$ cat config.mk
export PLATFORM = sky130hd
export DESIGN_NAME = sciil_core
export DESIGN_NICKNAME = d
export VERILOG_FILES = /design/src/hw/sciil_pkg.sv /design/src/hw/sciil_core.sv /design/src/hw/sciil_sync.sv
export SDC_FILE = /design/constraint.sdc
export NUM_CORES = 1
export LEC_CHECK = 0
export BUFFER_PORTS_ARGS = -buffer_cell sky130_fd_sc_hd__buf_4
export CORE_MARGIN = 2
export CORE_UTILIZATION = 55
export DETAILED_ROUTE_END_ITERATION = 6
export PLACE_DENSITY_LB_ADDON = 0.25
export RECOVER_POWER = 25
export SLEW_MARGIN = 15
export SYNTH_ARGS = -nofsm -noshare
export SYNTH_HDL_FRONTEND = slang
export SYNTH_SLANG_ARGS = --single-unit
$ cat constraint.sdc
create_clock -name clock -period 3.24 [get_ports clock]
set_input_delay 0.162 -clock clock [delete_from_list [all_inputs] [get_ports clock]]
set_output_delay 0.162 -clock clock [all_outputs]
set_load 0.01 [all_outputs]
$ cat src/hw/sciil_pkg.sv
package sciil_pkg;
   // ------------------------------------------------------------
   // Cause codes
   // ------------------------------------------------------------
   localparam logic [7:0] CAUSE_NONE = 8'h00;
   localparam logic [7:0] CAUSE_DONE = 8'h01;
   localparam logic [7:0] CAUSE_SVC = 8'h02;
   localparam logic [7:0] CAUSE_DISC = 8'h04;
   localparam logic [7:0] CAUSE_BADCMD = 8'h40;
   // ------------------------------------------------------------
   // Command codes (5-bit command field)
   // ------------------------------------------------------------
   localparam logic [4:0] CMD_DEV_RESET = 5'h00;
   localparam logic [4:0] CMD_DISCONNECT = 5'h01;
   localparam logic [4:0] CMD_RAISE_ATN = 5'h03;
   localparam logic [4:0] CMD_RELEASE_ACK = 5'h04;
   localparam logic [4:0] CMD_PHASE_XFER = 5'h14;
   localparam logic [4:0] CMD_PAD_XFER = 5'h15;
   // ------------------------------------------------------------
   // Status and control bit positions and phase codes
   // ------------------------------------------------------------
   localparam int STAT_PARITY_BIT = 6;
   localparam int STAT_CNTZ_BIT = 4;
   localparam int CTRL_PHASE_GATE_BIT = 3;
   localparam logic [2:0] PHASE_MSG_OUT = 3'h6;
   localparam logic [2:0] PHASE_MSG_IN = 3'h7;
   // ------------------------------------------------------------
   // Qualification timing and count width
   // ------------------------------------------------------------
   localparam int QUAL_PERIODS = 12;
   localparam logic [3:0] QUAL_CYCLES = 4'(QUAL_PERIODS);
   localparam int CNT_W = 24;
   // Bus lines: msg, cd, io order matches phase code {msg,cd,io}
   typedef struct packed {
      logic bsy;
      logic req;
      logic msg;
      logic cd;
      logic io;
      logic par_err;
   } sciil_bus_t;
endpackage : sciil_pkg

$ cat src/hw/sciil_core.sv
`timescale 1ns/10ps
module sciil_core
   import sciil_pkg::*;
(
   input wire logic clock,
   input wire logic arst_n,
   input wire logic connected,
   input wire logic cmd_valid,
   input wire logic [4:0] cmd_code,
   input wire logic [CNT_W-1:0] cnt_load,
   input wire logic cnt_load_en,
   input wire logic [7:0] ctrl,
   input wire logic cause_rd,
   input wire sciil_bus_t bus_in,
   output logic irq,
   output logic [7:0] irq_cause_reg,
   output logic [7:0] bus_phase_status_reg,
   output logic atn_out,
   output logic ack_out,
   output logic xfer_busy,
   output logic [CNT_W-1:0] byte_count
);
   // ------------------------------------------------------------
   // Input synchronisers
   // ------------------------------------------------------------
   logic [5:0] bus_sync;
   sciil_bus_t bus;
   sciil_sync #(.W(6)) u_sync (
      .clock(clock),
      .arst_n(arst_n),
      .d(bus_in),
      .q(bus_sync)
   );
   assign bus = sciil_bus_t'(bus_sync);
   wire logic [2:0] phase_now = {bus.msg, bus.cd, bus.io};
   // ------------------------------------------------------------
   // Phase change qualification
   // ------------------------------------------------------------
   typedef enum logic [2:0] {
      Q_IDLE = 3'b001,
      Q_PHASE = 3'b010,
      Q_BSY = 3'b100
   } sciil_qual_t;
   sciil_qual_t q_r, q_nxt;
   logic [3:0] qcnt_r, qcnt_nxt;
   logic [2:0] ref_phase_r;
   logic phase_ok_r;
   wire logic gate_on = ctrl[CTRL_PHASE_GATE_BIT];
   wire logic differs = phase_now != ref_phase_r;
   wire logic seen = differs && (!gate_on || bus.req);
   wire logic qual_done = qcnt_r == QUAL_CYCLES - 4'h1;
   logic phase_evt;
   always_comb begin
      q_nxt = q_r;
      qcnt_nxt = qcnt_r;
      phase_evt = 1'b0;
      case (q_r)
         Q_IDLE: begin
            qcnt_nxt = 4'h0;
            if (connected && seen) begin
               q_nxt = Q_PHASE;
            end
         end
         Q_PHASE: begin
            qcnt_nxt = qcnt_r + 4'h1;
            if (!differs) begin
               q_nxt = Q_IDLE;
            end else if (qual_done) begin
               q_nxt = Q_BSY;
               qcnt_nxt = 4'h0;
            end
         end
         Q_BSY: begin
            qcnt_nxt = qcnt_r + 4'h1;
            if (!bus.bsy) begin
               q_nxt = Q_IDLE;
            end else if (qual_done) begin
               q_nxt = Q_IDLE;
               phase_evt = 1'b1;
            end
         end
         default: q_nxt = Q_IDLE;
      endcase
   end
   // ------------------------------------------------------------
   // Command decode
   // ------------------------------------------------------------
   wire logic is_xfer = cmd_code == CMD_PHASE_XFER || cmd_code == CMD_PAD_XFER;
   wire logic is_imm = cmd_code == CMD_DEV_RESET || cmd_code == CMD_DISCONNECT
      || cmd_code == CMD_RAISE_ATN || cmd_code == CMD_RELEASE_ACK;
   wire logic cmd_ok = cmd_valid && connected && (is_xfer || is_imm);
   wire logic cmd_bad = cmd_valid && connected && !(is_xfer || is_imm);
   wire logic do_reset = cmd_valid && cmd_code == CMD_DEV_RESET;
   wire logic start_xfer = cmd_ok && is_xfer;
   // ------------------------------------------------------------
   // Transfer engine state
   // ------------------------------------------------------------
   logic busy_r;
   logic [2:0] xfer_phase_r;
   logic par_atn_r;
   logic user_atn_r;
   logic ack_hold_r;
   logic req_d_r;
   logic cntz_r;
   logic bsy_d_r;
   wire logic req_rise = bus.req && !req_d_r;
   wire logic cnt_zero = byte_count == '0;
   wire logic req_unserv = connected && req_rise && !ack_hold_r
      && (!busy_r || cnt_zero);
   wire logic beat = busy_r && req_rise && !cnt_zero && !ack_hold_r;
   wire logic last_beat = beat && byte_count == CNT_W'(1);
   wire logic msgin_done = last_beat && xfer_phase_r == PHASE_MSG_IN;
   wire logic msgout_done = last_beat && xfer_phase_r == PHASE_MSG_OUT;
   wire logic disc_evt = connected && bsy_d_r && !bus.bsy;
   wire logic par_hit = beat && bus.par_err && xfer_phase_r != PHASE_MSG_OUT;
   // Deferred parity shows once count empties or phase moves
   wire logic par_flush = par_atn_r && busy_r && last_beat && !msgout_done;
   // ------------------------------------------------------------
   // Event priority and cause code
   // ------------------------------------------------------------
   logic [7:0] cause_nxt;
   always_comb begin
      cause_nxt = CAUSE_NONE;
      if (disc_evt) begin
         cause_nxt = CAUSE_DISC;
      end else if (cmd_bad) begin
         cause_nxt = CAUSE_BADCMD;
      end else if (req_unserv || phase_evt || par_flush) begin
         cause_nxt = CAUSE_SVC;
      end else if (msgin_done) begin
         cause_nxt = CAUSE_DONE;
      end
   end
   always_ff @(posedge clock or negedge arst_n) begin
      if (!arst_n) begin
         q_r <= Q_IDLE;
         qcnt_r <= 4'h0;
         ref_phase_r <= 3'h0;
         busy_r <= 1'b0;
         xfer_phase_r <= 3'h0;
         par_atn_r <= 1'b0;
         user_atn_r <= 1'b0;
         ack_hold_r <= 1'b0;
         req_d_r <= 1'b0;
         bsy_d_r <= 1'b0;
         cntz_r <= 1'b0;
         byte_count <= '0;
         irq <= 1'b0;
         irq_cause_reg <= CAUSE_NONE;
      end else if (do_reset) begin
         q_r <= Q_IDLE;
         qcnt_r <= 4'h0;
         busy_r <= 1'b0;
         par_atn_r <= 1'b0;
         user_atn_r <= 1'b0;
         ack_hold_r <= 1'b0;
         cntz_r <= 1'b0;
         byte_count <= '0;
         irq <= 1'b0;
         irq_cause_reg <= CAUSE_NONE;
      end else begin
         q_r <= q_nxt;
         qcnt_r <= qcnt_nxt;
         req_d_r <= bus.req;
         bsy_d_r <= bus.bsy;
         // Gated change stays pending until REQ, so it is not lost
         if (phase_evt) begin
            ref_phase_r <= phase_now;
         end
         if (cnt_load_en) begin
            byte_count <= cnt_load;
         end else if (beat) begin
            byte_count <= byte_count - CNT_W'(1);
         end
         if (start_xfer) begin
            busy_r <= 1'b1;
            xfer_phase_r <= phase_now;
         // Outside the message phases busy holds at zero count so a further REQ reads as overflow
         end else if (msgin_done || msgout_done || req_unserv || phase_evt || disc_evt) begin
            busy_r <= 1'b0;
         end
         if (req_unserv && busy_r && cnt_zero) begin
            cntz_r <= 1'b1;
         end else if (start_xfer) begin
            cntz_r <= 1'b0;
         end
         if (par_hit) begin
            par_atn_r <= 1'b1;
         end else if (msgout_done) begin
            par_atn_r <= 1'b0;
         end
         if (cmd_ok && cmd_code == CMD_RAISE_ATN) begin
            user_atn_r <= 1'b1;
         end else if (msgout_done || disc_evt) begin
            user_atn_r <= 1'b0;
         end
         if (msgin_done) begin
            ack_hold_r <= 1'b1;
         end else if (cmd_ok && cmd_code == CMD_RELEASE_ACK || disc_evt) begin
            ack_hold_r <= 1'b0;
         end
         // New event wins over the clearing read
         if (cause_nxt != CAUSE_NONE) begin
            irq <= 1'b1;
            irq_cause_reg <= cause_nxt;
         end else if (cause_rd) begin
            irq <= 1'b0;
            irq_cause_reg <= CAUSE_NONE;
         end
      end
   end
   // ------------------------------------------------------------
   // Status and bus outputs
   // ------------------------------------------------------------
   always_ff @(posedge clock or negedge arst_n) begin
      if (!arst_n) begin
         bus_phase_status_reg <= 8'h00;
         atn_out <= 1'b0;
         ack_out <= 1'b0;
         xfer_busy <= 1'b0;
      end else begin
         bus_phase_status_reg <= {1'b0, par_atn_r, 1'b0, cntz_r, 1'b0, phase_now};
         atn_out <= par_atn_r || user_atn_r;
         ack_out <= ack_hold_r || beat;
         xfer_busy <= busy_r;
      end
   end
endmodule : sciil_core

$ cat src/hw/sciil_sync.sv
`timescale 1ns/10ps
module sciil_sync
   import sciil_pkg::*;
#(
   parameter int W = 6
) (
   input wire logic clock,
   input wire logic arst_n,
   input wire logic [W-1:0] d,
   output logic [W-1:0] q
);
   // Accept a change only once stages two and three agree
   // Per-bit stages keep each flop owned by one process
   genvar i;
   generate
      for (i = 0; i < W; i++) begin : g_bit
         logic s1_r;
         logic s2_r;
         logic s3_r;
         logic q_r;
         always_ff @(posedge clock or negedge arst_n) begin
            if (!arst_n) begin
               s1_r <= 1'b0;
               s2_r <= 1'b0;
               s3_r <= 1'b0;
               q_r <= 1'b0;
            end else begin
               s1_r <= d[i];
               s2_r <= s1_r;
               s3_r <= s2_r;
               if (s2_r == s3_r) begin
                  q_r <= s3_r;
               end
            end
         end
         assign q[i] = q_r;
      end
   endgenerate
endmodule : sciil_sync

# ---- After elaboration in Yosys (flattened, before gate mapping)
# Cells that the tools add are included.
dict set report totals {
  regBits 85
  latchBits 0
  ramBits 0
  rom_bits 0
  word_cells 177
  mem_count 0
}
dict set report classes {
  add_sub_neg 2
  n_mul 0
  div_mod_pow 0
  n_lt_le_gt_ge 0
  n_eq_ne 23
  shift 0
  mux 42
  bitwise 1
  reduce_logical 67
}
# op n
set ops {}
lappend ops {{$mux 24} 3}
lappend ops {{$logic_and 1x1->1} 28}
lappend ops {{$eq 24x1->1 const B} 1}
lappend ops {{$logic_not 24->1} 1}
lappend ops {{$mux 8} 3}
lappend ops {{$sub 24x1->24 const B} 1}
lappend ops {{$mux 1} 22}
lappend ops {{$reduce_bool 3->1} 7}
lappend ops {{$mux 3} 6}
lappend ops {{$logic_or 1x1->1} 17}
lappend ops {{$mux 7} 2}
lappend ops {{$mux 4} 3}
lappend ops {{$pmux 4 s3} 1}
lappend ops {{$eq 5x5->1 const B} 2}
lappend ops {{$eq 3x3->1 const B} 3}
lappend ops {{$pmux 3 s3} 1}
lappend ops {{$logic_not 1->1} 8}
lappend ops {{$ne 4x4->1 const B} 2}
lappend ops {{$reduce_bool 8->1} 1}
lappend ops {{$eq 1x1->1} 6}
lappend ops {{$ne 3x3->1 const B} 2}
lappend ops {{$eq 5x1->1 const B} 1}
lappend ops {{$eq 5x2->1 const B} 1}
lappend ops {{$eq 5x3->1 const B} 1}
lappend ops {{11 further kinds} 12}

# ---- Longest topological paths before layout
# Gate-level depths: netlist of the first run.
dict set report logic_depth {
  word_depth 16
  mapped_depth 9
  ltp_nobuf 8
}

# ---- By module
# A second synthesis of the first run with hierarchy kept.
dict set report hier_totals {
  hier_cells 384
  hier_area_um2 4050.1
}
# module instances cells_per_inst area_per_inst_um2 seq_area_each_um2
set modules_own_cells {}
lappend modules_own_cells {sciil_core 1 348 3337.0 1427.6}
lappend modules_own_cells {sciil_sync 1 36 713.2 600.6}

# ---- Worst setup path after synthesis of the first run
# No wires, ideal clock.
dict set report synth_timing {
  kind {reg-to-reg}
  startpoint {register byte_count[2]}
  endpoint {register byte_count[19]}
  setup_ns 0.120
  arrival_time_ns 1.901
  required_time_ns 3.120
  slack_ns 1.220
  path_stages_with_launch 6
  n_path_buf 0
  cell_sequence {dfrtp_1 > or4_4 > or3_4 > o31ai_1 > a211oi_1 > a31o_1}
}
dict set report synth_via {
  elab_chain_len 5
  word_cells_on_any_way 9
  classes_between {1 x add/sub; 3 x mux; 5 x reduce/logical}
}
# item line
set synth_lines {}
lappend synth_lines {{start: declaration} sciil_core.sv:21} ;# output logic [CNT_W-1:0] byte_count
lappend synth_lines {{start signal: assignment} sciil_core.sv:171} ;# byte_count <= cnt_load;
lappend synth_lines {{start signal: assignment} sciil_core.sv:173} ;# byte_count <= byte_count - CNT_W'(1);
lappend synth_lines {{branches (longest 5 deep; another with $sub 24x1->24)} --}
# Parallel ways; which one is timed is not known. The select of a mux whose other input is x is not followed.
# A chain may end at the register's enable or synchronous reset.

# ---- Worst setup path in the final report of the first run
dict set report layout_timing {
  startpoint {register byte_count[20]}
  endpoint {register byte_count[5]}
}
dict set report layout_via {
  elab_chain_len 5
}
# item line
set layout_lines {}
lappend layout_lines {{$logic_not 24->1} sciil_core.sv:107} ;# wire logic cnt_zero = byte_count == '0;
lappend layout_lines {{$logic_not 1->1} sciil_core.sv:110} ;# wire logic beat = busy_r && req_rise && !cnt_zero && !ack_hold_r;
lappend layout_lines {{$logic_and 1x1->1 (2 in a row)} sciil_core.sv:110}
lappend layout_lines {{$reduce_bool 3->1 (no source line)} --}
# No other way between the ends.

==> flow_summary.ini, run 1 <==
[global_routing]
first_global_vias = 2929
grt_first_pass_wirelength_um = 13930
grt.overflow.total = 0
grt_max_degree = 82
grt_use_total = 0.2297
antenna_found_initial = 0

[logic_synthesis]
syn_avg_cell_area_um2 = 10.72
ys.flop_type = dfrtp_1
yosys_register_bits = 81
syn-instance-count = 364
async_reset_ff_frac = 1.000
yosysUniqueCellTypes = 63
synth_edf_count = 0
synth-seq-area-share = 0.5197
yosys_warnings = 0
syn_area_mm2 = 0.003902

[setup_path]
arrival_ns = 2.60
end_kind = flop
crit_type = flop to flop
startpoint_type = flop
cp.required_ns = 3.43
cp_max_fo = 18

[timing]
fmax_ghz = 0.4145
post-route-min-period_ns = 2.412
min_period_over_period = 0.7446
skew_ns = 0.01169
setup_viol = 0
max_slew_margin = -0.2995
worst_pin_slew_ns = 1.949
setup-tns-final_ns = 0
setup_ws_ns = 0.8276
hold_violations = 0
grt_setup_unrepaired = no
slew_violations = 82
holdWs_ns = 0.04463

[power]
p_per_area_mw_per_mm2 = 484.5
leakagePower_nw = 2.075
ir_worst_vdd_uv = 366.0
total_power_mw = 2.326

[die]
start_util = 0.5712
rows = 30
chipHeight_um = 88.24
dieArea_mm2 = 0.007785
ioPinCount = 93
die_x_um = 88.24
coreArea_mm2 = 0.006832

[run]
maxCapViolCount = 1

[layout]
syn2layout_area_growth_pct = 22.99
multi_input_area_mm2 = 0.001765
fin_util = 0.7026
antenna_cells = 0
nets = 498
drive_above_1_share = 0.2749
largest_reg_flops = 24
layout_common_cells = 80 x dfrtp_1, 73 x buf_4, 34 x nand2_1
finish.instance_area_mm2 = 0.004800
stdcell_count = 547
fillCellCount = 537
layout_commonest_cell = dfrtp_1
regArea_mm2 = 0.002028
largest-register = byte_count

[placement]
place_area_mm2 = 0.004537
dp_hpwl_um = 6015
dp.cells = 525
place_ws_ns = 0.8620
gp_congestion = 0.8744
portBuffers = 78

[clock_tree]
clk_path_buf_depth = 2
insertion_delay_ns = 0.35
cts_resized = 0
clock-sinks = 81
h-tree-depth = 3
cts_hold_buf = 6
cts_buffers = 9
tritoncts = done
clk_pin_slew_ns = 0.08
post_cts_buffers = 0
root_buffer = clkbuf_8

[drt]
num_vias = 3142
viasPerCell = 5.744
ant_nets = 0
first_pass_iters = 4
drt-total-wl_um = 8479
avgRoutedWirePerCell_um = 15.50
drc = 0
first_iter_violations = 169

[run_status]
run_status = complete, but fails checks
violations = max-capacitance violations, max-slew violations

[hold_path]
hp-class = primary input to flop
synthesized netlist by cell type, drive strengths merged, types with 9 or more instances:
cell,count,share of area
a21oi,22,0.028
nor2,20,0.019
a211oi,9,0.019
dfrtp,80,0.51
nand2,35,0.034
nor4,12,0.033
o21ai,26,0.036
xnor2,16,0.036
nand3,11,0.015
clkbuf,13,0.013
per-layer routing:
metal	up-vias	GRT usage	part of all wire
li1	1472	-	-
met5	-	0	0
met2	108	0.3506	0.48
met3	19	0.03731	0.053
met1	1543	0.3323	0.45
met4	0	0.08953	0.021
power breakdown:
part           internal (mW)  switching, mW
Sequential              1.10          0.105
Clock                  0.383          0.373
Combinational          0.188          0.173
cells by family after synthesis:
kind of cell               after synthesis  share of synthesized area
xor gates and xnor gates                24                    0.05386
muxes                                    6                    0.01667
AOI/OAI and AO/OA                       82                     0.1347
adders and majority gates                9                    0.02501
buffers and inverters                   27                    0.03367
and+or+nand+nor                        134                     0.2155
other                                    1                  0.0009609
DFF                                     81                     0.5197
worst paths after layout:
path | startpoint | end | slack (ns) | depth (start not counted)
max | byte_count[20] | byte_count[5] | 0.83 | 6
min | cnt_load[3] | byte_count[3] | 0.04 | 3
max reg2reg | byte_count[20] | byte_count[5] | 0.83 | 6
min reg2reg | u_sync.g_bit[0].s1_r | u_sync.g_bit[0].s2_r | 0.35 | 0
max in group asynchronous | arst_n | u_sync.g_bit[5].q_r | 1.74 | 1
min in group asynchronous | arst_n | bus_phase_status_reg[4] | 0.35 | 1
critical path, stage by stage (launching register included):
cell and delay, ns:
dfrtp_1 0.44, nor4_1 0.55, nand3_2 0.28, o21ai_4 0.55, or3_1 0.20, xor2_1 0.15
a21oi_1 0.08
layout make-up:
type                       instances  share of cell area
sequential                        81              0.4226
multi-input combinational        262              0.3678
timing repair buffer              86              0.1371
clock buffer                      11             0.02946
tap                               96             0.02503
clock inverter                     5             0.01330
inverter                           6            0.004692
Note: power is estimated with default switching activity, not from simulation.
==> run 2: changes to the inputs <==
- ABC_AREA: unset -> 1
- CORE_UTILIZATION: 55 -> 54
- clock period: 3.24 -> 2.25 ns (I/O delays scaled with it)
==> run 2 against run 1 <==
Effect of this change: worst hold slack got worse by 0.042 ns; wire length increased by 9.0%; the flow now finishes without violations; combinational power increased to 2.8 times the previous value; flip-flop and latch count unchanged; largest cell class unchanged.
==> flow_summary.ini, run 2 <==
[clock_tree]
clock-sinks = 81
clk_pin_slew_ns = 0.09
root_buffer = clkbuf_8
cts_buffers = 9
cts_resized = 0
tritoncts = done
h-tree-depth = 3
insertion_delay_ns = 0.37
clk_path_buf_depth = 2

[die]
dieArea_mm2 = 0.008352
coreArea_mm2 = 0.007331
chipHeight_um = 91.39
start_util = 0.5626
die_x_um = 91.39
ioPinCount = 93
rows = 31

[setup_path]
startpoint_type = flop
cp.required_ns = 2.54
end_kind = flop
crit_chain = inv_1 -> ha_1 -> nand2_4 -> nor2_4 -> nand3_4 -> nand3_4 -> a21oi_4 -> buf_4 -> o21ai_0 -> o21ai_1
path_common_cell = nand3_4
slowest_stage = dfrtp_1
crit_type = flop to flop
cpLargestDelayFamily = compound AO/OA/AOI/OAI gates
arrival_ns = 2.23
critPathBufInv = 2
slowest_delay_ns = 0.40
cp_max_fo = 9

[global_routing]
grt_first_pass_wirelength_um = 15790
grt_max_degree = 48
first_global_vias = 3353
antenna_found_initial = 0
grt_use_total = 0.2360
grt.overflow.total = 0

[logic_synthesis]
syn_avg_cell_area_um2 = 8.869
synth_edf_count = 0
synth_top_area_frac = 0.4854
yosysUniqueCellTypes = 48
yosys_warnings = 0
synth_area_leader_cell = dfrtp_1
syn-instance-count = 465
yosys_register_bits = 81
synth-seq-area-share = 0.4918
synth_common_cells = 82 x nand2_1, 80 x dfrtp_1, 61 x nor2_1
async_reset_ff_frac = 1.000
ys.flop_type = dfrtp_1
syn_area_mm2 = 0.004124
yosysMostFrequentCell = nand2_1
synthTopCellsByArea = dfrtp_1 49%, nand2_1 7.5%, nor2_1 5.6%

[run]
maxCapViolCount = 0

[timing]
grt_setup_unrepaired = no
setup_viol = 0
min_period_over_period = 0.8626
slew_violations = 0
skew_ns = 0.01236
fmax_ghz = 0.5152
post-route-min-period_ns = 1.941
worst_pin_slew_ns = 1.191
setup-tns-final_ns = 0
max_slew_margin = 0.2062
hold_violations = 0

[power]
p_per_area_mw_per_mm2 = 770.0
leakagePower_nw = 2.495
ir_worst_vdd_uv = 444.7

[drt]
drt-total-wl_um = 9238
first_pass_iters = 5
drc = 0
viasPerCell = 5.203
avgRoutedWirePerCell_um = 13.89
num_vias = 3460
ant_nets = 0
first_iter_violations = 200

[placement]
dp_hpwl_um = 6709
gp_congestion = 0.9021
portBuffers = 78

[layout]
fin_util = 0.6964
layout_commonest_cell = nand2_1
largest-register = byte_count
nets = 614
drive_above_1_share = 0.2456
syn2layout_area_growth_pct = 23.79
largest_reg_flops = 24
layout_common_cells = 82 x nand2_1, 81 x buf_4, 80 x dfrtp_1
antenna_cells = 0

[hold_path]
hp-class = primary input to flop

[run_status]
run_status = completed
==> run 2: cell types whose count changed in the layout (fill, tap and decap cells not counted), sizes merged, moves of 9 or more <==
cell,previous run,this run
nor4,12,0
a211oi,9,0
xnor2,16,6
o21ai,26,39
nor2,20,73
nand3,11,33
nand2,35,86
inv,7,54
o22ai,2,16
==> run 2: routing by layer <==
metal | up-vias | routed length [um] | global-route usage | share of wire
met2 | 115 | 4429 | 0.3756 | 0.48
li1 | 1700 | - | - | -
met3 | 16 | 472 | 0.04232 | 0.051
met5 | - | 0 | 0 | 0
met4 | 0 | 172 | 0.1010 | 0.019
met1 | 1629 | 4165 | 0.3177 | 0.45
==> run 2: worst paths after layout <==
kind | from | end | slack, ns | depth (start not counted)
worst min-delay path | cnt_load[15] | byte_count[15] | 0.003 | 3
max in group asynchronous | arst_n | u_sync.g_bit[2].s3_r | 0.89 | 3
min in group asynchronous | arst_n | qcnt_r[0] | 0.52 | 2
worst min register to register | u_sync.g_bit[3].s1_r | u_sync.g_bit[3].s2_r | 0.35 | 0
worst max-delay path | byte_count[1] | byte_count[19] | 0.31 | 10
worst max register to register | byte_count[1] | byte_count[19] | 0.31 | 10
==> run 2: cell type report <==
type,count,area [um^2]
Clock inverter,6,76.32
Sequential cell,81,2028
Multi-Input combinational cell,320,1799
Timing Repair Buffer,98,758.2
Inverter,52,195.2
Tap cell,99,123.9
Clock buffer,9,123.9
Fill cell,579,2226
==> run 2: cells by family after synthesis <==
group / share of synthesized area
xor gates and xnor gates: 0.02973
DFF: 0.4918
AOI/OAI and AO/OA: 0.1311
adders and majority gates: 0.02367
other: 0.0009093
muxes: 0.002427
buffers and inverters: 0.07737
and+or+nand+nor: 0.2430
==> run 2: report_power, final <==
group / switching (mW) / internal, mW / leakage [nW]
logic: 0.575 / 0.437 / 1.39
registers: 0.169 / 1.65 / 1.00
clock network: 0.575 / 0.526 / 0.102
total: 1.32 / 2.61 / 2.49
==> run 2: what timing repair did <==
action | in CTS | in global routing
buffers inserted | 0 | 0
hold buffers | 10 | 0
hold endpoints to repair | 52 | 0
==> run 2: metrics by stage <==
stage | hold WS, ns | setup slack [ns] | total power [mW] | instance area [um^2] | instances
finish | 0.003093 | 0.3091 | 3.931 | 5105 | 665
global route | 0.01919 | 0.1885 | 4.177 | 5105 | 665
CTS | 0.001848 | 0.3052 | 3.951 | 5107 | 665
detailed placement | 0.1638 | 0.3308 | 2.841 | 4807 | 640
global placement | 0.1699 | 0.4093 | 2.801 | 4807 | 640
floorplan | -0.1831 | 0.4384 | 2.457 | 4146 | 471
==> run 2: worst reg2reg max path, stage by stage, from the launching register on <==
cell and delay (ns):
dfrtp_1 0.40, inv_1 0.10, ha_1 0.23, nand2_4 0.10, nor2_4 0.06, nand3_4 0.10, nand3_4 0.12, a21oi_4 0.25
buf_4 0.21, o21ai_0 0.12, o21ai_1 0.17
==> run 3: changes to the inputs <==
- CAP_MARGIN: unset -> 15
- CORE_MARGIN: 2 -> 4
==> run 3 against run 2 <==
Effect of this change: count of clock-buffer cells in the layout stayed put; register-to-register slack better by 0.03 ns; flip-flop and latch count stayed put; die area is 8.9% higher; global-route usage is 2.2 points lower; utilization is 0.51 points lower; critical path depth stayed put; clock power is 9.7% lower; sequential share of layout area is 0.29 points higher; design area is 0.74% lower; combinational power hardly changed; wire length is 0.86% lower; critical path type unchanged; highest routed layer unchanged.
==> flow_summary.ini, run 3 (synthesized netlist as in run 2, its figures left out) <==
[layout]
largest-register = byte_count
stdcell_count = 664
drive_above_1_share = 0.2496
nets = 612
fillCellCount = 590
largest_reg_flops = 24
finish.instance_area_mm2 = 0.005067
layout_commonest_cell = nand2_1
syn2layout_area_growth_pct = 22.88
antenna_cells = 0
layout_common_cells = 82 x nand2_1, 81 x buf_4, 80 x dfrtp_1

[placement]
dp_hpwl_um = 6885
portBuffers = 78
dp.cells = 640
place_area_mm2 = 0.004807
gp_congestion = 0.9276

[clock_tree]
cts_buffers = 9
clock-sinks = 81
post_cts_buffers = 0
insertion_delay_ns = 0.35
clk_pin_slew_ns = 0.09
cts_resized = 0
root_buffer = clkbuf_8
h-tree-depth = 3
clk_path_buf_depth = 2
tritoncts = done
cts_hold_buf = 8

[power]
leakagePower_nw = 2.477
combPwrFrac = 0.267
clkPwrFrac = 0.259
p_per_area_mw_per_mm2 = 755.7
p_switching_mw = 1.326
pwr-share-seq = 0.474
p_int_mw = 2.503
switching_share = 0.3463
ir_worst_vdd_uv = 472.5

[setup_path]
crit_type = flop to flop
rr_endpoint = byte_count[17]
r2r_cells = 10
ff2ff_setup_slack_ns = 0.34
startpoint_type = flop
cp-startpoint = byte_count[1]
cp_max_fo = 9
crit_end = byte_count[17]
reg2reg_from = byte_count[1]
cp.required_ns = 2.53
arrival_ns = 2.19
end_kind = flop

[global_routing]
grt_use_total = 0.2142
antenna_found_initial = 0
grt_first_pass_wirelength_um = 15090
grt.overflow.total = 0
first_global_vias = 3385
grt_max_degree = 40

[timing]
fmax_ghz = 0.5239
post-route-min-period_ns = 1.909
holdWs_ns = 0.01519
slew_violations = 0
setup-tns-final_ns = 0
max_slew_margin = 0.3595
setup_viol = 0
grt_setup_unrepaired = no
worst_pin_slew_ns = 0.9608
min_period_over_period = 0.8484
hold_violations = 0
skew_ns = 0.008492

[drt]
drc = 0
ant_nets = 0
avgRoutedWirePerCell_um = 13.79
first_pass_iters = 4
first_iter_violations = 161
num_vias = 3492
drt-total-wl_um = 9159
viasPerCell = 5.259

[die]
dieArea_mm2 = 0.009099
ioPinCount = 93
chipHeight_um = 95.39
die_x_um = 95.39
coreArea_mm2 = 0.007331
rows = 31
start_util = 0.5626

[hold_path]
hp-class = primary input to flop

[run]
maxCapViolCount = 0

[run_status]
run_status = completed
[run 3: cell count changes in the layout (fill, tap and decap cells not counted)]
cell,change
clkinvlp_4,+1
bufinv_16,-1
dlygate4sd3_1,-2
or2_2,+1
clkinv_2,+1
or2_0,-1
clkinv_4,-1
inv_6,+1
[run 3: worst min path at each step]
stage          slack (ns)  cells after the start          from        endpoint
2_1_floorplan       -0.18                      0        arst_n      ack_hold_r
4_1_cts             0.002                      4      cause_rd             irq
3_5_place_dp         0.12                      1        arst_n       qcnt_r[2]
5_1_grt             0.006                      3  cnt_load[15]  byte_count[15]
6_report             0.02                      4      cause_rd             irq
3_3_place_gp         0.11                      1        arst_n       qcnt_r[2]
[run 3: layout make-up]
type | instances | area, um^2 | share of cell area
Sequential cell | 81 | 2028 | 0.4002
Multi-Input combinational cell | 320 | 1799 | 0.3551
Timing Repair Buffer | 96 | 738.2 | 0.1457
Inverter | 52 | 195.2 | 0.03852
Clock buffer | 9 | 123.9 | 0.02444
Tap cell | 99 | 123.9 | 0.02444
Clock inverter | 7 | 58.81 | 0.01160
[run 3: power by group through the flow]
stage,sequential (mW),combinational [mW],clock (mW)
floorplan,1.85,0.604,0
global placement,1.84,0.966,0
detailed placement,1.84,1.01,0
CTS,1.81,1.03,1.02
global route,1.84,1.15,1.09
finish,1.81,1.02,0.993
[run 3: layer usage]
| metal | vias to the layer above | share of wire | GRT usage |
|---|---|---|---|
| li1 | 1701 | - | - |
| met1 | 1654 | 0.44 | 0.2920 |
| met2 | 123 | 0.48 | 0.3364 |
| met3 | 14 | 0.072 | 0.03394 |
| met4 | 0 | 0.015 | 0.1007 |
| met5 | - | 0 | 0 |
[run 3: through the flow]
step           setup slack, ns    util  total power [mW]
2_1_floorplan           0.4384       -             2.457
3_3_place_gp            0.4052  0.6557             2.802
3_5_place_dp            0.3291  0.6557             2.852
4_1_cts                 0.3308  0.6916             3.860
5_1_grt                 0.1488  0.6912             4.080
6_report                0.3412  0.6912             3.829
[run 3: worst max-delay path, cell delays in order (launching register included)]
cell and delay [ns]:
dfrtp_1 0.40, inv_1 0.10, ha_1 0.23, nand2_4 0.10, nor2_4 0.06, nand3_4 0.10, nand3_4 0.12, a21oi_4 0.27
buf_4 0.21, o21ai_0 0.08, o21ai_0 0.14
